`src/hw/bcc_pkg.sv`:
```
// constants for the backup cache control block
package bcc_pkg;
    // processor register numbers
    localparam logic [7:0] IPR_CACHE_CONTROL  = 8'hA0;
    localparam logic [7:0] IPR_CHECK_OVERRIDE = 8'hA2;
    // cache_control bit positions
    localparam int CC_ENABLE     = 0;
    localparam int CC_TAG_SPEED  = 1;
    localparam int CC_DATA_LO    = 2;
    localparam int CC_DATA_HI    = 3;
    localparam int CC_SIZE_LO    = 4;
    localparam int CC_SIZE_HI    = 5;
    localparam int CC_FORCE_HIT  = 6;
    localparam int CC_SUPPRESS   = 7;
    localparam int CC_SW_CHECK   = 8;
    localparam int CC_TMO_TEST   = 9;
    localparam int CC_PACK_OFF   = 10;
    localparam int CC_INJECT     = 16;
    localparam int CC_SOFT_TRANS = 30;
    localparam int CC_HARD_TRANS = 31;
    // data_check_bits_override field positions
    localparam int OV_UPPER_LO   = 22;
    localparam int OV_UPPER_HI   = 25;
    localparam int OV_LOWER_LO   = 6;
    localparam int OV_LOWER_HI   = 9;
    // data speed encodings
    localparam logic [1:0] DS_FAST = 2'h0;
    localparam logic [1:0] DS_MID  = 2'h1;
    localparam logic [1:0] DS_SLOW = 2'h2;
    localparam logic [1:0] SIZE_128K = 2'h0;
    // repetition rates in cycles
    localparam logic [2:0] TAG_RATE_FAST = 3'h3;
    localparam logic [2:0] TAG_RATE_SLOW = 3'h4;
    localparam logic [2:0] DRD_RATE_FAST = 3'h2;
    localparam logic [2:0] DRD_RATE_MID  = 3'h3;
    localparam logic [2:0] DRD_RATE_SLOW = 3'h4;
    localparam logic [2:0] DWR_RATE_FAST = 3'h3;
    localparam logic [2:0] DWR_RATE_MID  = 3'h4;
    localparam logic [2:0] DWR_RATE_SLOW = 3'h5;
    localparam logic [31:0] RD_ZERO = 32'h0000_0000;
endpackage

```
`src/hw/bcc_check_if.sv`:
```
// check-bit selection signals between control and the check-bit unit
`timescale 1ns/1ps
interface bcc_check_if;
    logic       sw_sel;       // software check bits selected
    logic [7:0] override;     // software data check bits
    logic [7:0] gen_data;     // generator data check bits
    logic [7:0] data_out;     // selected data check bits
    logic       tag_win_wr;   // register write to the tag window
    logic [5:0] tag_win_bits; // check bits carried by that write
    logic [5:0] gen_tag;      // generator tag check bits
    logic [5:0] tag_out;      // selected tag check bits
    modport ctl  (output sw_sel, override, gen_data, tag_win_wr, tag_win_bits, gen_tag,
                  input data_out, tag_out);
    modport unit (input sw_sel, override, gen_data, tag_win_wr, tag_win_bits, gen_tag,
                  output data_out, tag_out);
endinterface

```
`src/hw/bcc_check_sel.sv`:
```
// registered check-bit selection for data and tag writes
`timescale 1ns/1ps
module bcc_check_sel (
    // clock and reset
    input wire logic ref_clk,
    input wire logic rstn,
    // selection signals
    bcc_check_if.unit cif
);
    // data check bits: override only when software selects it
    always_ff @(posedge ref_clk or negedge rstn) begin
        if (!rstn) begin
            cif.data_out <= 8'h00;
        end else if (cif.sw_sel) begin
            cif.data_out <= cif.override;
        end else begin
            cif.data_out <= cif.gen_data;
        end
    end

    // tag check bits: only tag window writes may carry software bits
    always_ff @(posedge ref_clk or negedge rstn) begin
        if (!rstn) begin
            cif.tag_out <= 6'h00;
        end else if (cif.sw_sel && cif.tag_win_wr) begin
            cif.tag_out <= cif.tag_win_bits;
        end else begin
            cif.tag_out <= cif.gen_tag;
        end
    end
endmodule

```
`src/hw/bcc_control.sv`:
```
// backup cache control and check-bit override registers
`timescale 1ns/1ps
module bcc_control (
    // clock and reset
    input  wire logic        ref_clk,
    input  wire logic        rstn,
    // processor register port
    input  wire logic        ipr_wr,
    input  wire logic        ipr_rd,
    input  wire logic [7:0]  ipr_num,
    input  wire logic [31:0] ipr_wdata,
    output logic      [31:0] ipr_rdata_r,
    output logic             ipr_rvalid_r,
    // cache events
    input  wire logic        uncorr_err,
    input  wire logic        cache_access,
    input  wire logic        bus_cmd_start,
    input  wire logic        time_base_tick,
    // check-bit sources
    input  wire logic [7:0]  gen_data_check,
    input  wire logic        tag_win_wr,
    input  wire logic [5:0]  tag_win_check,
    input  wire logic [5:0]  gen_tag_check,
    // cache steering
    output logic             lookup_en_r,
    output logic             force_hit_r,
    output logic             error_transition_mode_r,
    output logic             ecc_suppress_r,
    output logic             syndrome_load_r,
    output logic [2:0]       tag_rate_r,
    output logic [2:0]       data_rd_rate_r,
    output logic [2:0]       data_wr_rate_r,
    output logic             config_bad_r,
    output logic             timeout_tick_r,
    output logic             pack_disable_r,
    output logic             inject_cmd_parity_fault_r,
    // selected check bits
    output logic [7:0]       data_check_out,
    output logic [5:0]       tag_check_out
);
    // stored cache_control fields
    logic       enable_r;              // cache on
    logic       tag_speed_r;           // slow tag ram
    logic [1:0] data_speed_r;          // data ram speed code
    logic [1:0] size_r;                // cache size code
    logic       force_bit_r;           // forced hit test mode
    logic       suppress_bit_r;        // ignore ecc errors
    logic       software_check_bits_r; // use override bits
    logic       tmo_test_r;            // fast timeout clock
    logic       pack_off_r;            // write packer off
    logic       inject_bit_r;          // parity fault request bit
    logic       inject_armed_r;        // one fault still owed
    logic       soft_error_transition_r;
    logic       hard_error_transition_r;
    // override register, deliberately without reset
    logic [3:0] check_bits_upper_r;
    logic [3:0] check_bits_lower_r;

    // decoded writes
    logic cc_wr;
    logic ov_wr;
    logic hard_set;
    logic hard_clr;
    logic inject_rise;
    assign cc_wr       = ipr_wr && (ipr_num == bcc_pkg::IPR_CACHE_CONTROL);
    assign ov_wr       = ipr_wr && (ipr_num == bcc_pkg::IPR_CHECK_OVERRIDE);
    // error flag is set unless errors are suppressed; enable gates only the
    // mode output, so an error seen while off still shows once the cache is on
    assign hard_set    = uncorr_err && !suppress_bit_r;
    assign hard_clr    = cc_wr && ipr_wdata[bcc_pkg::CC_HARD_TRANS];
    // a fresh fault needs the bit to go from clear to set
    assign inject_rise = cc_wr && ipr_wdata[bcc_pkg::CC_INJECT] && !inject_bit_r;

    // read/write control fields
    always_ff @(posedge ref_clk or negedge rstn) begin
        if (!rstn) begin
            enable_r                <= 1'b0;
            tag_speed_r             <= 1'b0;
            data_speed_r            <= bcc_pkg::DS_FAST;
            size_r                  <= bcc_pkg::SIZE_128K;
            force_bit_r             <= 1'b0;
            suppress_bit_r          <= 1'b0;
            software_check_bits_r   <= 1'b0;
            tmo_test_r              <= 1'b0;
            pack_off_r              <= 1'b0;
            inject_bit_r            <= 1'b0;
            soft_error_transition_r <= 1'b0;
        end else if (cc_wr) begin
            enable_r                <= ipr_wdata[bcc_pkg::CC_ENABLE];
            tag_speed_r             <= ipr_wdata[bcc_pkg::CC_TAG_SPEED];
            data_speed_r            <= ipr_wdata[bcc_pkg::CC_DATA_HI:bcc_pkg::CC_DATA_LO];
            size_r                  <= ipr_wdata[bcc_pkg::CC_SIZE_HI:bcc_pkg::CC_SIZE_LO];
            force_bit_r             <= ipr_wdata[bcc_pkg::CC_FORCE_HIT];
            suppress_bit_r          <= ipr_wdata[bcc_pkg::CC_SUPPRESS];
            software_check_bits_r   <= ipr_wdata[bcc_pkg::CC_SW_CHECK];
            tmo_test_r              <= ipr_wdata[bcc_pkg::CC_TMO_TEST];
            pack_off_r              <= ipr_wdata[bcc_pkg::CC_PACK_OFF];
            inject_bit_r            <= ipr_wdata[bcc_pkg::CC_INJECT];
            soft_error_transition_r <= ipr_wdata[bcc_pkg::CC_SOFT_TRANS];
        end
    end

    // hardware transition flag: set wins over a same-cycle clear
    always_ff @(posedge ref_clk or negedge rstn) begin
        if (!rstn) begin
            hard_error_transition_r <= 1'b0;
        end else if (hard_set) begin
            hard_error_transition_r <= 1'b1;
        end else if (hard_clr) begin
            hard_error_transition_r <= 1'b0;
        end
    end

    // one-shot parity fault: armed by a rising write, spent by one command
    always_ff @(posedge ref_clk or negedge rstn) begin
        if (!rstn) begin
            inject_armed_r <= 1'b0;
        end else if (inject_rise) begin
            inject_armed_r <= 1'b1;
        end else if (bus_cmd_start || (cc_wr && !ipr_wdata[bcc_pkg::CC_INJECT])) begin
            inject_armed_r <= 1'b0;
        end
    end

    // override register: no reset so diagnostic values survive
    always_ff @(posedge ref_clk) begin
        if (ov_wr) begin
            check_bits_upper_r <= ipr_wdata[bcc_pkg::OV_UPPER_HI:bcc_pkg::OV_UPPER_LO];
            check_bits_lower_r <= ipr_wdata[bcc_pkg::OV_LOWER_HI:bcc_pkg::OV_LOWER_LO];
        end
    end

    // rate decode, unused data code falls back to the slowest rate
    logic [2:0] tag_rate_nxt;
    logic [2:0] drd_rate_nxt;
    logic [2:0] dwr_rate_nxt;
    always_comb begin
        tag_rate_nxt = tag_speed_r ? bcc_pkg::TAG_RATE_SLOW : bcc_pkg::TAG_RATE_FAST;
        case (data_speed_r)
            bcc_pkg::DS_FAST: begin
                drd_rate_nxt = bcc_pkg::DRD_RATE_FAST;
                dwr_rate_nxt = bcc_pkg::DWR_RATE_FAST;
            end
            bcc_pkg::DS_MID: begin
                drd_rate_nxt = bcc_pkg::DRD_RATE_MID;
                dwr_rate_nxt = bcc_pkg::DWR_RATE_MID;
            end
            default: begin
                drd_rate_nxt = bcc_pkg::DRD_RATE_SLOW;
                dwr_rate_nxt = bcc_pkg::DWR_RATE_SLOW;
            end
        endcase
    end

    // transition mode only while the cache is on
    logic trans_nxt;
    assign trans_nxt = enable_r && (soft_error_transition_r || hard_error_transition_r);

    // registered steering outputs
    always_ff @(posedge ref_clk or negedge rstn) begin
        if (!rstn) begin
            lookup_en_r             <= 1'b0;
            force_hit_r             <= 1'b0;
            error_transition_mode_r <= 1'b0;
            ecc_suppress_r          <= 1'b0;
            syndrome_load_r         <= 1'b0;
            tag_rate_r              <= bcc_pkg::TAG_RATE_FAST;
            data_rd_rate_r          <= bcc_pkg::DRD_RATE_FAST;
            data_wr_rate_r          <= bcc_pkg::DWR_RATE_FAST;
            config_bad_r            <= 1'b0;
            timeout_tick_r          <= 1'b0;
            pack_disable_r          <= 1'b0;
        end else begin
            // lookups stop when off or in transition mode
            lookup_en_r             <= enable_r && !trans_nxt;
            // forced hit needs the cache on
            force_hit_r             <= enable_r && force_bit_r;
            error_transition_mode_r <= trans_nxt;
            ecc_suppress_r          <= suppress_bit_r;
            syndrome_load_r         <= suppress_bit_r && cache_access;
            tag_rate_r              <= tag_rate_nxt;
            data_rd_rate_r          <= drd_rate_nxt;
            data_wr_rate_r          <= dwr_rate_nxt;
            // forbidden pairings and sizes are flagged, not corrected
            config_bad_r            <= (tag_speed_r && data_speed_r == bcc_pkg::DS_FAST)
                                       || (size_r != bcc_pkg::SIZE_128K);
            // test mode ticks every cycle instead of on the time base
            timeout_tick_r          <= tmo_test_r || time_base_tick;
            pack_disable_r          <= pack_off_r;
        end
    end

    // parity fault output mirrors the armed state
    assign inject_cmd_parity_fault_r = inject_armed_r;

    // register read: override reads zero, its contents are not exposed
    always_ff @(posedge ref_clk or negedge rstn) begin
        if (!rstn) begin
            ipr_rdata_r  <= bcc_pkg::RD_ZERO;
            ipr_rvalid_r <= 1'b0;
        end else begin
            ipr_rvalid_r <= ipr_rd;
            ipr_rdata_r  <= bcc_pkg::RD_ZERO;
            if (ipr_rd && ipr_num == bcc_pkg::IPR_CACHE_CONTROL) begin
                ipr_rdata_r[bcc_pkg::CC_ENABLE]                     <= enable_r;
                ipr_rdata_r[bcc_pkg::CC_TAG_SPEED]                  <= tag_speed_r;
                ipr_rdata_r[bcc_pkg::CC_DATA_HI:bcc_pkg::CC_DATA_LO] <= data_speed_r;
                ipr_rdata_r[bcc_pkg::CC_SIZE_HI:bcc_pkg::CC_SIZE_LO] <= size_r;
                ipr_rdata_r[bcc_pkg::CC_FORCE_HIT]                  <= force_bit_r;
                ipr_rdata_r[bcc_pkg::CC_SUPPRESS]                   <= suppress_bit_r;
                ipr_rdata_r[bcc_pkg::CC_SW_CHECK]                   <= software_check_bits_r;
                ipr_rdata_r[bcc_pkg::CC_TMO_TEST]                   <= tmo_test_r;
                ipr_rdata_r[bcc_pkg::CC_PACK_OFF]                   <= pack_off_r;
                ipr_rdata_r[bcc_pkg::CC_INJECT]                     <= inject_bit_r;
                ipr_rdata_r[bcc_pkg::CC_SOFT_TRANS]                 <= soft_error_transition_r;
                ipr_rdata_r[bcc_pkg::CC_HARD_TRANS]                 <= hard_error_transition_r;
            end
        end
    end

    // check-bit selection unit
    bcc_check_if cif ();
    assign cif.sw_sel       = software_check_bits_r;
    assign cif.override     = {check_bits_upper_r, check_bits_lower_r};
    assign cif.gen_data     = gen_data_check;
    assign cif.tag_win_wr   = tag_win_wr;
    assign cif.tag_win_bits = tag_win_check;
    assign cif.gen_tag      = gen_tag_check;
    bcc_check_sel u_check (
        .ref_clk (ref_clk),
        .rstn    (rstn),
        .cif     (cif)
    );
    assign data_check_out = cif.data_out;
    assign tag_check_out  = cif.tag_out;

    // checks kept beside the logic
    off_miss_a: assert property (@(posedge ref_clk) disable iff (!rstn)
        !enable_r |=> !lookup_en_r)
        else $error("lookup enabled while cache off");
    off_ignore_a: assert property (@(posedge ref_clk) disable iff (!rstn)
        !enable_r |=> !force_hit_r && !error_transition_mode_r)
        else $error("test bits honoured while cache off");
    tag_rate_a: assert property (@(posedge ref_clk) disable iff (!rstn)
        $changed(tag_speed_r) |=> tag_rate_r == ($past(tag_speed_r) ?
        bcc_pkg::TAG_RATE_SLOW : bcc_pkg::TAG_RATE_FAST))
        else $error("tag rate does not follow speed bit");
    data_rate_a: assert property (@(posedge ref_clk) disable iff (!rstn)
        data_speed_r == bcc_pkg::DS_MID |=> data_rd_rate_r == bcc_pkg::DRD_RATE_MID
        && data_wr_rate_r == bcc_pkg::DWR_RATE_MID)
        else $error("middle data rate wrong");
    hard_set_a: assert property (@(posedge ref_clk) disable iff (!rstn)
        uncorr_err && !suppress_bit_r |=> hard_error_transition_r)
        else $error("uncorrectable error did not set transition flag");
    hard_clear_a: assert property (@(posedge ref_clk) disable iff (!rstn)
        hard_clr && !uncorr_err |=> !hard_error_transition_r
        ##1 hard_error_transition_r == $past(uncorr_err && !suppress_bit_r))
        else $error("transition flag clear misbehaves");
    inject_once_a: assert property (@(posedge ref_clk) disable iff (!rstn)
        inject_armed_r && bus_cmd_start && !inject_rise |=> !inject_cmd_parity_fault_r)
        else $error("parity fault persisted past one command");
    inject_rearm_a: assert property (@(posedge ref_clk) disable iff (!rstn)
        cc_wr && ipr_wdata[bcc_pkg::CC_INJECT] && inject_bit_r && !inject_armed_r
        |=> !inject_cmd_parity_fault_r)
        else $error("parity fault rearmed without clearing");
    syndrome_a: assert property (@(posedge ref_clk) disable iff (!rstn)
        suppress_bit_r && cache_access |=> syndrome_load_r)
        else $error("syndrome not captured under suppression");
    sw_check_a: assert property (@(posedge ref_clk) disable iff (!rstn)
        software_check_bits_r ##1 software_check_bits_r && $stable(cif.override)
        |-> data_check_out == cif.override)
        else $error("software check bits not used");
    gen_check_a: assert property (@(posedge ref_clk) disable iff (!rstn)
        !software_check_bits_r |=> data_check_out == $past(gen_data_check))
        else $error("generator bits not used");
    tmo_tick_a: assert property (@(posedge ref_clk) disable iff (!rstn)
        tmo_test_r |=> timeout_tick_r)
        else $error("timeout test did not tick every cycle");
    read_a: assert property (@(posedge ref_clk) disable iff (!rstn)
        ipr_rd && ipr_num == bcc_pkg::IPR_CHECK_OVERRIDE
        |=> ipr_rvalid_r && ipr_rdata_r == bcc_pkg::RD_ZERO)
        else $error("override register read not zero");
    // steering, rate and check-bit outputs against the stored fields
    force_hit_a: assert property (@(posedge ref_clk) disable iff (!rstn)
        enable_r && force_bit_r |=> force_hit_r)
        else $error("forced hit not active");
    lookup_on_a: assert property (@(posedge ref_clk) disable iff (!rstn)
        enable_r && !soft_error_transition_r && !hard_error_transition_r |=> lookup_en_r)
        else $error("lookup off while cache on");
    soft_mode_a: assert property (@(posedge ref_clk) disable iff (!rstn)
        enable_r && soft_error_transition_r |=> error_transition_mode_r && !lookup_en_r)
        else $error("soft transition mode not entered");
    size_bad_a: assert property (@(posedge ref_clk) disable iff (!rstn)
        size_r != bcc_pkg::SIZE_128K |=> config_bad_r)
        else $error("bad size not flagged");
    data_fast_a: assert property (@(posedge ref_clk) disable iff (!rstn)
        data_speed_r == bcc_pkg::DS_FAST |=> data_rd_rate_r == bcc_pkg::DRD_RATE_FAST
        && data_wr_rate_r == bcc_pkg::DWR_RATE_FAST)
        else $error("fast data rate wrong");
    syndrome_idle_a: assert property (@(posedge ref_clk) disable iff (!rstn)
        !(suppress_bit_r && cache_access) |=> !syndrome_load_r)
        else $error("syndrome strobe without cause");
    suppress_hold_a: assert property (@(posedge ref_clk) disable iff (!rstn)
        suppress_bit_r && !hard_error_transition_r |=> !hard_error_transition_r)
        else $error("flag set while errors suppressed");
    inject_arm_a: assert property (@(posedge ref_clk) disable iff (!rstn)
        inject_rise |=> inject_cmd_parity_fault_r)
        else $error("parity fault not armed");
    tick_base_a: assert property (@(posedge ref_clk) disable iff (!rstn)
        time_base_tick |=> timeout_tick_r)
        else $error("time base tick lost");
    tick_idle_a: assert property (@(posedge ref_clk) disable iff (!rstn)
        !tmo_test_r && !time_base_tick |=> !timeout_tick_r)
        else $error("timeout tick without source");
    pack_follow_a: assert property (@(posedge ref_clk) disable iff (!rstn)
        1'b1 |=> pack_disable_r == $past(pack_off_r))
        else $error("pack disable not followed");
    tag_win_a: assert property (@(posedge ref_clk) disable iff (!rstn)
        software_check_bits_r && tag_win_wr |=> tag_check_out == $past(tag_win_check))
        else $error("tag window check bits not used");
    tag_gen_a: assert property (@(posedge ref_clk) disable iff (!rstn)
        !software_check_bits_r || !tag_win_wr |=> tag_check_out == $past(gen_tag_check))
        else $error("tag generator bits not used");
    override_wr_a: assert property (@(posedge ref_clk) disable iff (!rstn)
        ov_wr |=> cif.override == {$past(ipr_wdata[bcc_pkg::OV_UPPER_HI:bcc_pkg::OV_UPPER_LO]),
        $past(ipr_wdata[bcc_pkg::OV_LOWER_HI:bcc_pkg::OV_LOWER_LO])})
        else $error("override nibbles not stored");
    null_read_a: assert property (@(posedge ref_clk) disable iff (!rstn)
        ipr_rd && ipr_num != bcc_pkg::IPR_CACHE_CONTROL |=> ipr_rdata_r == bcc_pkg::RD_ZERO)
        else $error("unmapped read not zero");
endmodule

```
`config.mk`:
```
export PLATFORM = sky130hd
export DESIGN_NAME = bcc_control
export DESIGN_NICKNAME = d
export VERILOG_FILES = /design/src/hw/bcc_pkg.sv /design/src/hw/bcc_check_if.sv /design/src/hw/bcc_check_sel.sv /design/src/hw/bcc_control.sv
export SDC_FILE = /design/constraint.sdc
export NUM_CORES = 1
export LEC_CHECK = 0
export ABC_CLOCK_PERIOD_IN_PS = 1200
export BUFFER_PORTS_ARGS = -buffer_cell sky130_fd_sc_hd__buf_2
export CAP_MARGIN = 10
export CORE_ASPECT_RATIO = 0.8
export CORE_UTILIZATION = 42
export CTS_BUF_LIST = sky130_fd_sc_hd__clkbuf_4
export DETAILED_ROUTE_END_ITERATION = 8
export PLACE_DENSITY = 0.78
export SLEW_MARGIN = 20
export SYNTH_ARGS = -nofsm -noshare
export SYNTH_HDL_FRONTEND = slang
export SYNTH_SLANG_ARGS = --single-unit
export TNS_END_PERCENT = 10
```
`constraint.sdc`:
```
create_clock -name ref_clk -period 1.2 [get_ports ref_clk]
set_clock_uncertainty 0.1 [all_clocks]
set_input_delay 0.12 -clock ref_clk [delete_from_list [all_inputs] [get_ports ref_clk]]
set_output_delay 0.12 -clock ref_clk [all_outputs]
set_load 0.1 [all_outputs]
```
==> flow_metrics.env, run 1 <==
export IMPL_die_y_um=71.2
export IMPL_dpl_instance_area_sq_um=3820
export IMPL_critPathLaunchType="flop"
export IMPL_min_period_over_period_pct=117
export IMPL_place_ws_ns=-0.511
export IMPL_worst_slack_ns=-0.200
export IMPL_ys_ff_latch=68
export IMPL_core_area_sq_um=5620
export IMPL_cp_slowest_cell="dfstp_2"
export IMPL_cts_buffers=9
export IMPL_drive_gt1_share_pct=50.3
export IMPL_end_kind="output port"
export IMPL_fill_cells=338
export IMPL_vdd_drop_max_uv=733
export IMPL_syn_area_sq_um=2510
export IMPL_slowest_delay_ns=0.60
export IMPL_clock_root_buffer="clkbuf_4"
export IMPL_rows=24
export IMPL_cap_violations=0
export IMPL_cp_required_ns=0.98
export IMPL_overflow=0
export IMPL_register_area_sq_um=1750
export IMPL_grt_pass1_vias=1895
export IMPL_hp_class="in2reg"
export IMPL_area_growth_pct=75.0
export IMPL_cts_buffer_depth=2
export IMPL_finalSetupViolCount=33
export IMPL_drtPass1Iterations=4
export IMPL_finalPower_uw=4960
export IMPL_grt_pass1_wl_um=9320
export IMPL_multi_input_area_sq_um=647
export IMPL_grt_max_degree=61
export IMPL_io_pins=134
export IMPL_clkLatencyLatePin_ns=0.40
export IMPL_crit_chain="buf_12"
export IMPL_reg2reg_setup_slack_ns=0.06
export IMPL_ff2ff_path_depth=2
export IMPL_path_class="reg2out"
export IMPL_die_x_um=88.5
export IMPL_cts_tree="built"
export IMPL_nNetsFinal=394
export IMPL_leakage_uw=0.00208
export IMPL_rsz0062_at_grt="true"
export IMPL_drt_wl_total_um=5990
export IMPL_final_area_sq_um=4400
export IMPL_hold_viol_final=0
export IMPL_status="finished, violations left"
export IMPL_synth_area_per_cell_sq_um=15.2
export IMPL_cts_sinks=68
export IMPL_final_cell_mix="dfrtp_1 (56), buf_2 (54), buf_12 (49)"
export IMPL_crit_path_end="tag_rate_r[0]"
export IMPL_final_common_cell="dfrtp_1"
export IMPL_dp_hpwl_um=3830
export IMPL_violations="negative setup slack"
export IMPL_reg2reg_to="u_check.cif.data_out[2]"
export IMPL_grt_usage_pct=20.9
export IMPL_drt_iter0_drc=56
export IMPL_avgRoutedWirePerCell_um=14.7
export IMPL_vias_per_cell=4.40
export IMPL_startpoint="tag_rate_r[1]"
export IMPL_ys_types=29
export IMPL_fmax_ghz=0.714
export IMPL_h_tree_depth=3
export IMPL_cp_max_fo=2
export IMPL_path_clk_slew_ns=0.10
export IMPL_vias=1797
export IMPL_dp_cells=347
export IMPL_gp_congestion=0.692
export IMPL_drv_slew=0
export IMPL_drt_drc_violations_left=0
export IMPL_initial_utilization_pct=44.7
export IMPL_synthCells=165
export IMPL_port_buffers=101
export IMPL_final_antenna_net_count=0
export IMPL_ys_seq_area_share_pct=69.5
export IMPL_die_area_sq_um=6300
export IMPL_critPathArrivalTime_ns=1.18
export IMPL_crit_buf_inv=1
export IMPL_final_cells=408
export IMPL_synth_warnings=0
export IMPL_crit_family="flip-flops"
export IMPL_rr_startpoint="cif.sw_sel"
export IMPL_antenna_found_initial=0
export IMPL_worst_path_stages=1
export IMPL_p_per_area_nw_per_um2=1130
export IMPL_final_min_clock_period_ns=1.40
export IMPL_n_antenna_cell=0
==> kinds of logic after synthesis <==
logic type             count (synthesis)  synth area share (%)
DFF                                   68                  69.5
and+or+nand+nor                       32                  9.01
buffers and inverters                 32                  7.97
other                                  1                 0.149
AOI/OAI and AO/OA                      5                  1.25
muxes                                 27                  12.1
==> stage by stage <==
| stage | setup TNS (ns) | utilization [%] | hold slack, ns |
|---|---|---|---|
| floorplan | -8.77 | - | -0.276 |
| global placement | -12.58 | 68.1 | 0.0485 |
| detailed placement | -13.40 | 68.1 | 0.0575 |
| CTS | -2.72 | 78.1 | 0.00442 |
| global route | -3.84 | 78.3 | 0.0245 |
| finish | -1.17 | 78.3 | 0.0355 |
==> timing repair <==
action                     CTS  global route
pin swaps                    2             1
setup buffers                0             0
hold buffers                45             0
gates resized for setup      1             3
setup endpoints to repair   61            54
hold endpoints to repair   102             0
==> where the power goes <==
part | internal, uW | switching, uW | leakage, uW
clock network | 414 | 805 | 0.0000631
logic | 445 | 824 | 0.00117
registers | 2410 | 66.9 | 0.000850
==> routing by layer <==
| metal | vias to the layer above | wire length [um] | global-route usage [%] |
|---|---|---|---|
| met2 | 85 | 3240 | 36.7 |
| met3 | 9 | 351 | 7.70 |
| met5 | - | 0 | 0 |
| li1 | 840 | - | - |
| met4 | 0 | 73 | 6.09 |
| met1 | 863 | 2330 | 23.7 |
==> state kept, by name, indices dropped and copies added (netlist names), 2 cells and up <==
| register | count |
|---|---|
| check_bits_upper_r | 4 |
| u_check.cif.data_out | 8 |
| u_check.cif.tag_out | 6 |
| tag_rate_r | 2 |
| check_bits_lower_r | 4 |
| data_wr_rate_r | 3 |
| size_r | 2 |
| ipr_rdata_r | 14 |
| data_rd_rate_r | 3 |
| data_speed_r | 2 |
==> cells in the mapped netlist <==
cell type  number  area share (%)
nor3b_1         1            0.30
nor2_1          2            0.30
nand4bb_1       1            0.45
o21ai_0         2            0.40
nor4_1          3            0.75
clkbuf_1        4            0.60
or4b_1          1            0.40
o41ai_1         1            0.35
or4_1           1            0.30
nor2b_1         1            0.25
and2_1         14             3.5
nand2b_1        1            0.25
edfxtp_1        8             9.6
nand2_1         1            0.15
dfstp_2         4             4.2
mux2_2         27              12
or2_2           1            0.25
nor3_1          2            0.40
buf_4          19             5.7
dfrtp_1        56              56
or4b_4          1            0.55
or3b_2          1            0.35
buf_6           1            0.45
nor4_4          1            0.85
conb_1          1            0.15
a21oi_1         1            0.20
inv_1           7             1.0
o21a_1          1            0.30
clkbuf_2        1            0.20
==> worst min path at each step <==
stage | start | to | slack (ns) | cells after the start
floorplan | rstn | cif.sw_sel | -0.28 | 0
global placement | rstn | ipr_rdata_r[5] | 0.05 | 2
detailed placement | rstn | ipr_rdata_r[5] | 0.06 | 2
CTS | ipr_num[2] | hard_error_transition_r | 0.004 | 4
global route | ipr_num[2] | hard_error_transition_r | 0.02 | 4
finish | ipr_num[0] | hard_error_transition_r | 0.04 | 4
==> layout make-up <==
| type | count | area share [%] |
|---|---|---|
| inverter | 7 | 0.597 |
| clock buffer | 9 | 1.54 |
| tap | 78 | 2.22 |
| multi-input combinational | 82 | 14.7 |
| sequential | 68 | 39.7 |
| clock inverter | 7 | 0.996 |
| timing repair buffer | 157 | 40.2 |
Note: power is estimated with default switching activity, not from simulation.
==> run 2: changes to the inputs <==
--- a/config.mk
+++ b/config.mk
@@ -7,12 +7,13 @@
 export LEC_CHECK = 0
 export ABC_CLOCK_PERIOD_IN_PS = 1200
 export BUFFER_PORTS_ARGS = -buffer_cell sky130_fd_sc_hd__buf_2
-export CAP_MARGIN = 10
+export CAP_MARGIN = 20
 export CORE_ASPECT_RATIO = 0.8
 export CORE_UTILIZATION = 42
 export CTS_BUF_LIST = sky130_fd_sc_hd__clkbuf_4
 export DETAILED_ROUTE_END_ITERATION = 8
 export PLACE_DENSITY = 0.78
+export SKIP_CTS_REPAIR_TIMING = 1
 export SLEW_MARGIN = 20
 export SYNTH_ARGS = -nofsm -noshare
 export SYNTH_HDL_FRONTEND = slang
==> flow_metrics.env, run 2 (synthesized netlist as in run 1, its figures left out) <==
export IMPL_status="finished, violations left"
export IMPL_violations="negative setup slack"
export IMPL_initial_utilization_pct=44.7
export IMPL_final_common_cell="dfrtp_1"
export IMPL_critPathArrivalTime_ns=1.18
export IMPL_reg2reg_setup_slack_ns=0.06
export IMPL_drt_wl_total_um=5980
export IMPL_drv_slew=0
export IMPL_drt_iter0_drc=100
export IMPL_cts_sinks=68
export IMPL_die_x_um=88.5
export IMPL_cp_required_ns=0.98
export IMPL_vias=1797
export IMPL_largest_reg_flops=14
export IMPL_regMostFlops="ipr_rdata_r"
export IMPL_hold_viol_final=0
export IMPL_hold_path_depth=4
export IMPL_cp_max_fo=2
export IMPL_die_area_sq_um=6300
export IMPL_path_clk_slew_ns=0.10
export IMPL_hold_path_end="inject_cmd_parity_fault_r"
export IMPL_rows=24
export IMPL_area_growth_pct=75.3
export IMPL_cap_violations=0
export IMPL_final_antenna_net_count=0
export IMPL_port_buffers=101
export IMPL_drive_gt1_share_pct=50.5
export IMPL_dpl_instance_area_sq_um=3820
export IMPL_avgRoutedWirePerCell_um=14.6
export IMPL_vias_per_cell=4.39
export IMPL_grt_usage_pct=17.8
export IMPL_top_regs="ipr_rdata_r (14), u_check.cif.data_out (8), u_check.cif.tag_out (6)"
export IMPL_p_per_area_nw_per_um2=1120
export IMPL_dp_cells=347
export IMPL_grt_pass1_wl_um=8000
export IMPL_hp_start="ipr_num[0]"
export IMPL_min_period_over_period_pct=116
export IMPL_clkLatencyLatePin_ns=0.39
export IMPL_fill_cells=335
export IMPL_slowest_delay_ns=0.60
export IMPL_gp_congestion=0.692
export IMPL_grt_max_degree=61
export IMPL_h_tree_depth=3
export IMPL_fmax_ghz=0.715
export IMPL_ff2ff_path_depth=2
export IMPL_reg2reg_to="u_check.cif.data_out[2]"
export IMPL_hp_class="in2reg"
export IMPL_crit_chain="buf_12"
export IMPL_grt_pass1_vias=1609
export IMPL_vdd_drop_max_uv=726
export IMPL_cts_buffer_depth=2
export IMPL_crit_buf_inv=1
export IMPL_n_antenna_cell=0
export IMPL_rsz0062_at_grt="true"
export IMPL_dp_hpwl_um=3830
export IMPL_die_y_um=71.2
export IMPL_critPathLaunchType="flop"
export IMPL_drtPass1Iterations=5
export IMPL_core_area_sq_um=5620
export IMPL_final_area_sq_um=4410
export IMPL_cts_buffers=9
export IMPL_cts_tree="built"
export IMPL_crit_family="flip-flops"
export IMPL_antenna_found_initial=0
export IMPL_worst_slack_ns=-0.198
export IMPL_nNetsFinal=395
export IMPL_end_kind="output port"
export IMPL_rr_startpoint="cif.sw_sel"
export IMPL_final_cell_mix="dfrtp_1 (56), buf_2 (54), buf_12 (49)"
export IMPL_final_cells=409
export IMPL_clock_root_buffer="clkbuf_4"
export IMPL_leakage_uw=0.00208
export IMPL_drt_drc_violations_left=0
export IMPL_path_class="reg2out"
export IMPL_overflow=0
export IMPL_cp_slowest_cell="dfstp_2"
export IMPL_finalSetupViolCount=32
export IMPL_final_min_clock_period_ns=1.40
export IMPL_io_pins=134
[run 2: metrics by stage]
stage / total power (uW) / worst slack (ns) / utilization [%] / hold slack (ns) / setup TNS (ns)
2_1_floorplan: 3270 / -0.371 / - / -0.276 / -8.77
3_3_place_gp: 3650 / -0.450 / 68.1 / 0.0485 / -12.58
5_1_grt: 5160 / -0.266 / 78.5 / 0.0206 / -3.81
3_5_place_dp: 3670 / -0.511 / 68.1 / 0.0575 / -13.40
6_report: 4950 / -0.198 / 78.5 / 0.0494 / -1.06
4_1_cts: 4890 / -0.238 / 70.1 / -0.396 / -3.37
[run 2: final cells by class]
| cell class | instances | area (sq um) | share of cell area, % |
|---|---|---|---|
| repair buffers | 158 | 1780 | 40.3 |
| clock buffers | 9 | 67.6 | 1.53 |
| multi-input cells | 82 | 647 | 14.7 |
| inverters | 7 | 26.3 | 0.596 |
| well taps | 78 | 97.6 | 2.22 |
| flip-flops and latches | 68 | 1750 | 39.6 |
| clock inverters | 7 | 43.8 | 0.994 |
[run 2: metal layers]
layer,GRT usage (%),part of all wire [%],up-vias
met3,7.35,6.6,9
met1,21.5,37,863
li1,-,-,838
met2,29.5,55,87
met5,0,0,-
met4,4.84,1.3,0
[run 2: report_power, final]
group	internal, uW	total [uW]	switching (uW)
clock network	414	1200	788
logic	446	1270	823
registers	2410	2470	65.7
total	3270	4950	1680
[run 2: worst max path at each step]
stage                     slack, ns  cells past startpoint            end     startpoint
after floorplan               -0.37                      4     cif.sw_sel     ipr_num[3]
after global placement        -0.45                      5     tmo_test_r     ipr_num[3]
after detailed placement      -0.51                      5      size_r[1]     ipr_num[3]
after CTS                     -0.24                      1  tag_rate_r[0]  tag_rate_r[1]
after global routing          -0.27                      1  tag_rate_r[0]  tag_rate_r[1]
final                         -0.20                      1  tag_rate_r[0]  tag_rate_r[1]
==> run 3: changes to the inputs <==
==> constraint.sdc (replaced) <==
create_clock -name ref_clk -period 1.2 [get_ports ref_clk]
set_clock_uncertainty 0.1 [all_clocks]
set_input_delay 0.24 -clock ref_clk [delete_from_list [all_inputs] [get_ports ref_clk]]
set_output_delay 0.24 -clock ref_clk [all_outputs]
set_load 0.1 [all_outputs]
==> flow_metrics.env, run 3 (synthesized netlist as in run 1, its figures left out) <==
export IMPL_cts_sinks=68
export IMPL_crit_buf_inv=1
export IMPL_cts_tree="built"
export IMPL_finalPower_uw=5250
export IMPL_slowest_delay_ns=0.60
export IMPL_crit_chain="buf_12"
export IMPL_top_regs="ipr_rdata_r (14), u_check.cif.data_out (8), u_check.cif.tag_out (6)"
export IMPL_io_pins=134
export IMPL_p_per_area_nw_per_um2=1160
export IMPL_cp_max_fo=2
export IMPL_min_period_over_period_pct=127
export IMPL_final_min_clock_period_ns=1.53
export IMPL_regMostFlops="ipr_rdata_r"
export IMPL_drv_slew=0
export IMPL_tns_ns=-8.97
export IMPL_cap_violations=0
export IMPL_cts_buffer_depth=2
export IMPL_final_common_cell="dfrtp_1"
export IMPL_clkLatencyLatePin_ns=0.40
export IMPL_n_antenna_cell=0
export IMPL_grt_max_degree=61
export IMPL_largest_reg_flops=14
export IMPL_vdd_drop_max_uv=640
export IMPL_rsz0062_at_grt="true"
export IMPL_vias=1829
export IMPL_core_area_sq_um=5620
export IMPL_grt_pass1_vias=1596
export IMPL_leakage_uw=0.00214
export IMPL_die_area_sq_um=6300
export IMPL_drt_iter0_drc=73
export IMPL_final_antenna_net_count=0
export IMPL_hold_viol_final=0
export IMPL_gp_congestion=0.684
export IMPL_drt_wl_total_um=6350
export IMPL_die_y_um=71.2
export IMPL_initial_utilization_pct=44.7
export IMPL_overflow=0
export IMPL_port_buffers=101
export IMPL_fmax_ghz=0.654
export IMPL_status="finished, violations left"
export IMPL_h_tree_depth=3
export IMPL_vias_per_cell=4.46
export IMPL_drt_drc_violations_left=0
export IMPL_avgRoutedWirePerCell_um=15.5
export IMPL_end_kind="output port"
export IMPL_cp_required_ns=0.86
export IMPL_grt_pass1_wl_um=7690
export IMPL_path_clk_slew_ns=0.11
export IMPL_finalSetupViolCount=82
export IMPL_worst_slack_ns=-0.329
export IMPL_path_class="reg2out"
export IMPL_final_cell_mix="dfrtp_1 (56), buf_2 (52), buf_12 (49)"
export IMPL_die_x_um=88.5
export IMPL_rows=24
export IMPL_drtPass1Iterations=4
export IMPL_drive_gt1_share_pct=53.0
export IMPL_crit_family="flip-flops"
export IMPL_clock_root_buffer="clkbuf_4"
export IMPL_hp_class="in2reg"
export IMPL_final_core_util_pct=80.7
export IMPL_grt_usage_pct=17.2
export IMPL_cts_buffers=9
export IMPL_critPathArrivalTime_ns=1.19
export IMPL_violations="negative setup slack"
export IMPL_area_growth_pct=80.5
export IMPL_antenna_found_initial=0
export IMPL_critPathLaunchType="flop"
export IMPL_nNetsFinal=396
export IMPL_cp_slowest_cell="dfstp_2"
==> run 3: cell count changes in the layout (fill, tap and decap cells not counted), sizes merged <==
cell / before / now
clkinvlp: 1 / 2
inv: 7 / 8
dlygate4sd3: 45 / 43
buf: 113 / 116
clkbuf: 9 / 10
clkinv: 6 / 2
bufinv: 0 / 1
==> run 3: per-layer routing <==
| metal | wire length (um) | vias up | track usage, % |
|---|---|---|---|
| li1 | - | 844 | - |
| met1 | 2200 | 897 | 18.9 |
| met2 | 3690 | 78 | 29.7 |
| met3 | 370 | 10 | 7.00 |
| met4 | 78 | 0 | 6.63 |
| met5 | 0 | - | 0 |
==> run 3: path summary, 6_finish.rpt <==
kind                                                  end  slack, ns     startpoint  cells after the start
worst max-delay path                        tag_rate_r[0]      -0.33  tag_rate_r[1]                      1
worst min-delay path              hard_error_transition_r       0.07  ipr_wdata[31]                      4
worst max register to register  inject_cmd_parity_fault_r      -0.06   inject_bit_r                      2
worst min register to register              tag_rate_r[2]       0.32    tag_speed_r                      0
max in group asynchronous               data_rd_rate_r[1]       0.41           rstn                      3
min in group asynchronous                 ipr_rdata_r[31]       0.27           rstn                      3
==> run 3: worst register-to-register path: stages, from the launching register on <==
cell and delay, ns:
dfrtp_1 0.41, or4_1 0.50, a21oi_1 0.17
==> run 3: report_power, final <==
part / internal [uW] / leakage, uW / total, uW / switching, uW
clock network: 658 / 0.0000728 / 1480 / 818
logic: 461 / 0.00122 / 1290 / 831
registers: 2410 / 0.000850 / 2480 / 68.9
total: 3530 / 0.00214 / 5250 / 1720
==> run 3: layout make-up <==
cell class	count	area [sq um]
clock buffers	10	75.1
inverters	7	26.3
well taps	78	97.6
multi-input cells	82	722
flip-flops and latches	68	1750
clock inverters	6	63.8
fillers	330	1080
repair buffers	159	1800
==> run 3: per-stage QoR <==
stage               setup WS, ns  std cells  area [sq um]  hold slack, ns
finish                    -0.329        410          4530          0.0735
global placement          -0.564        348          3830           0.169
floorplan                 -0.491        182          2580          -0.156
detailed placement        -0.617        348          3830           0.181
global route              -0.380        410          4530          0.0785
CTS                       -0.366        364          3970          -0.274
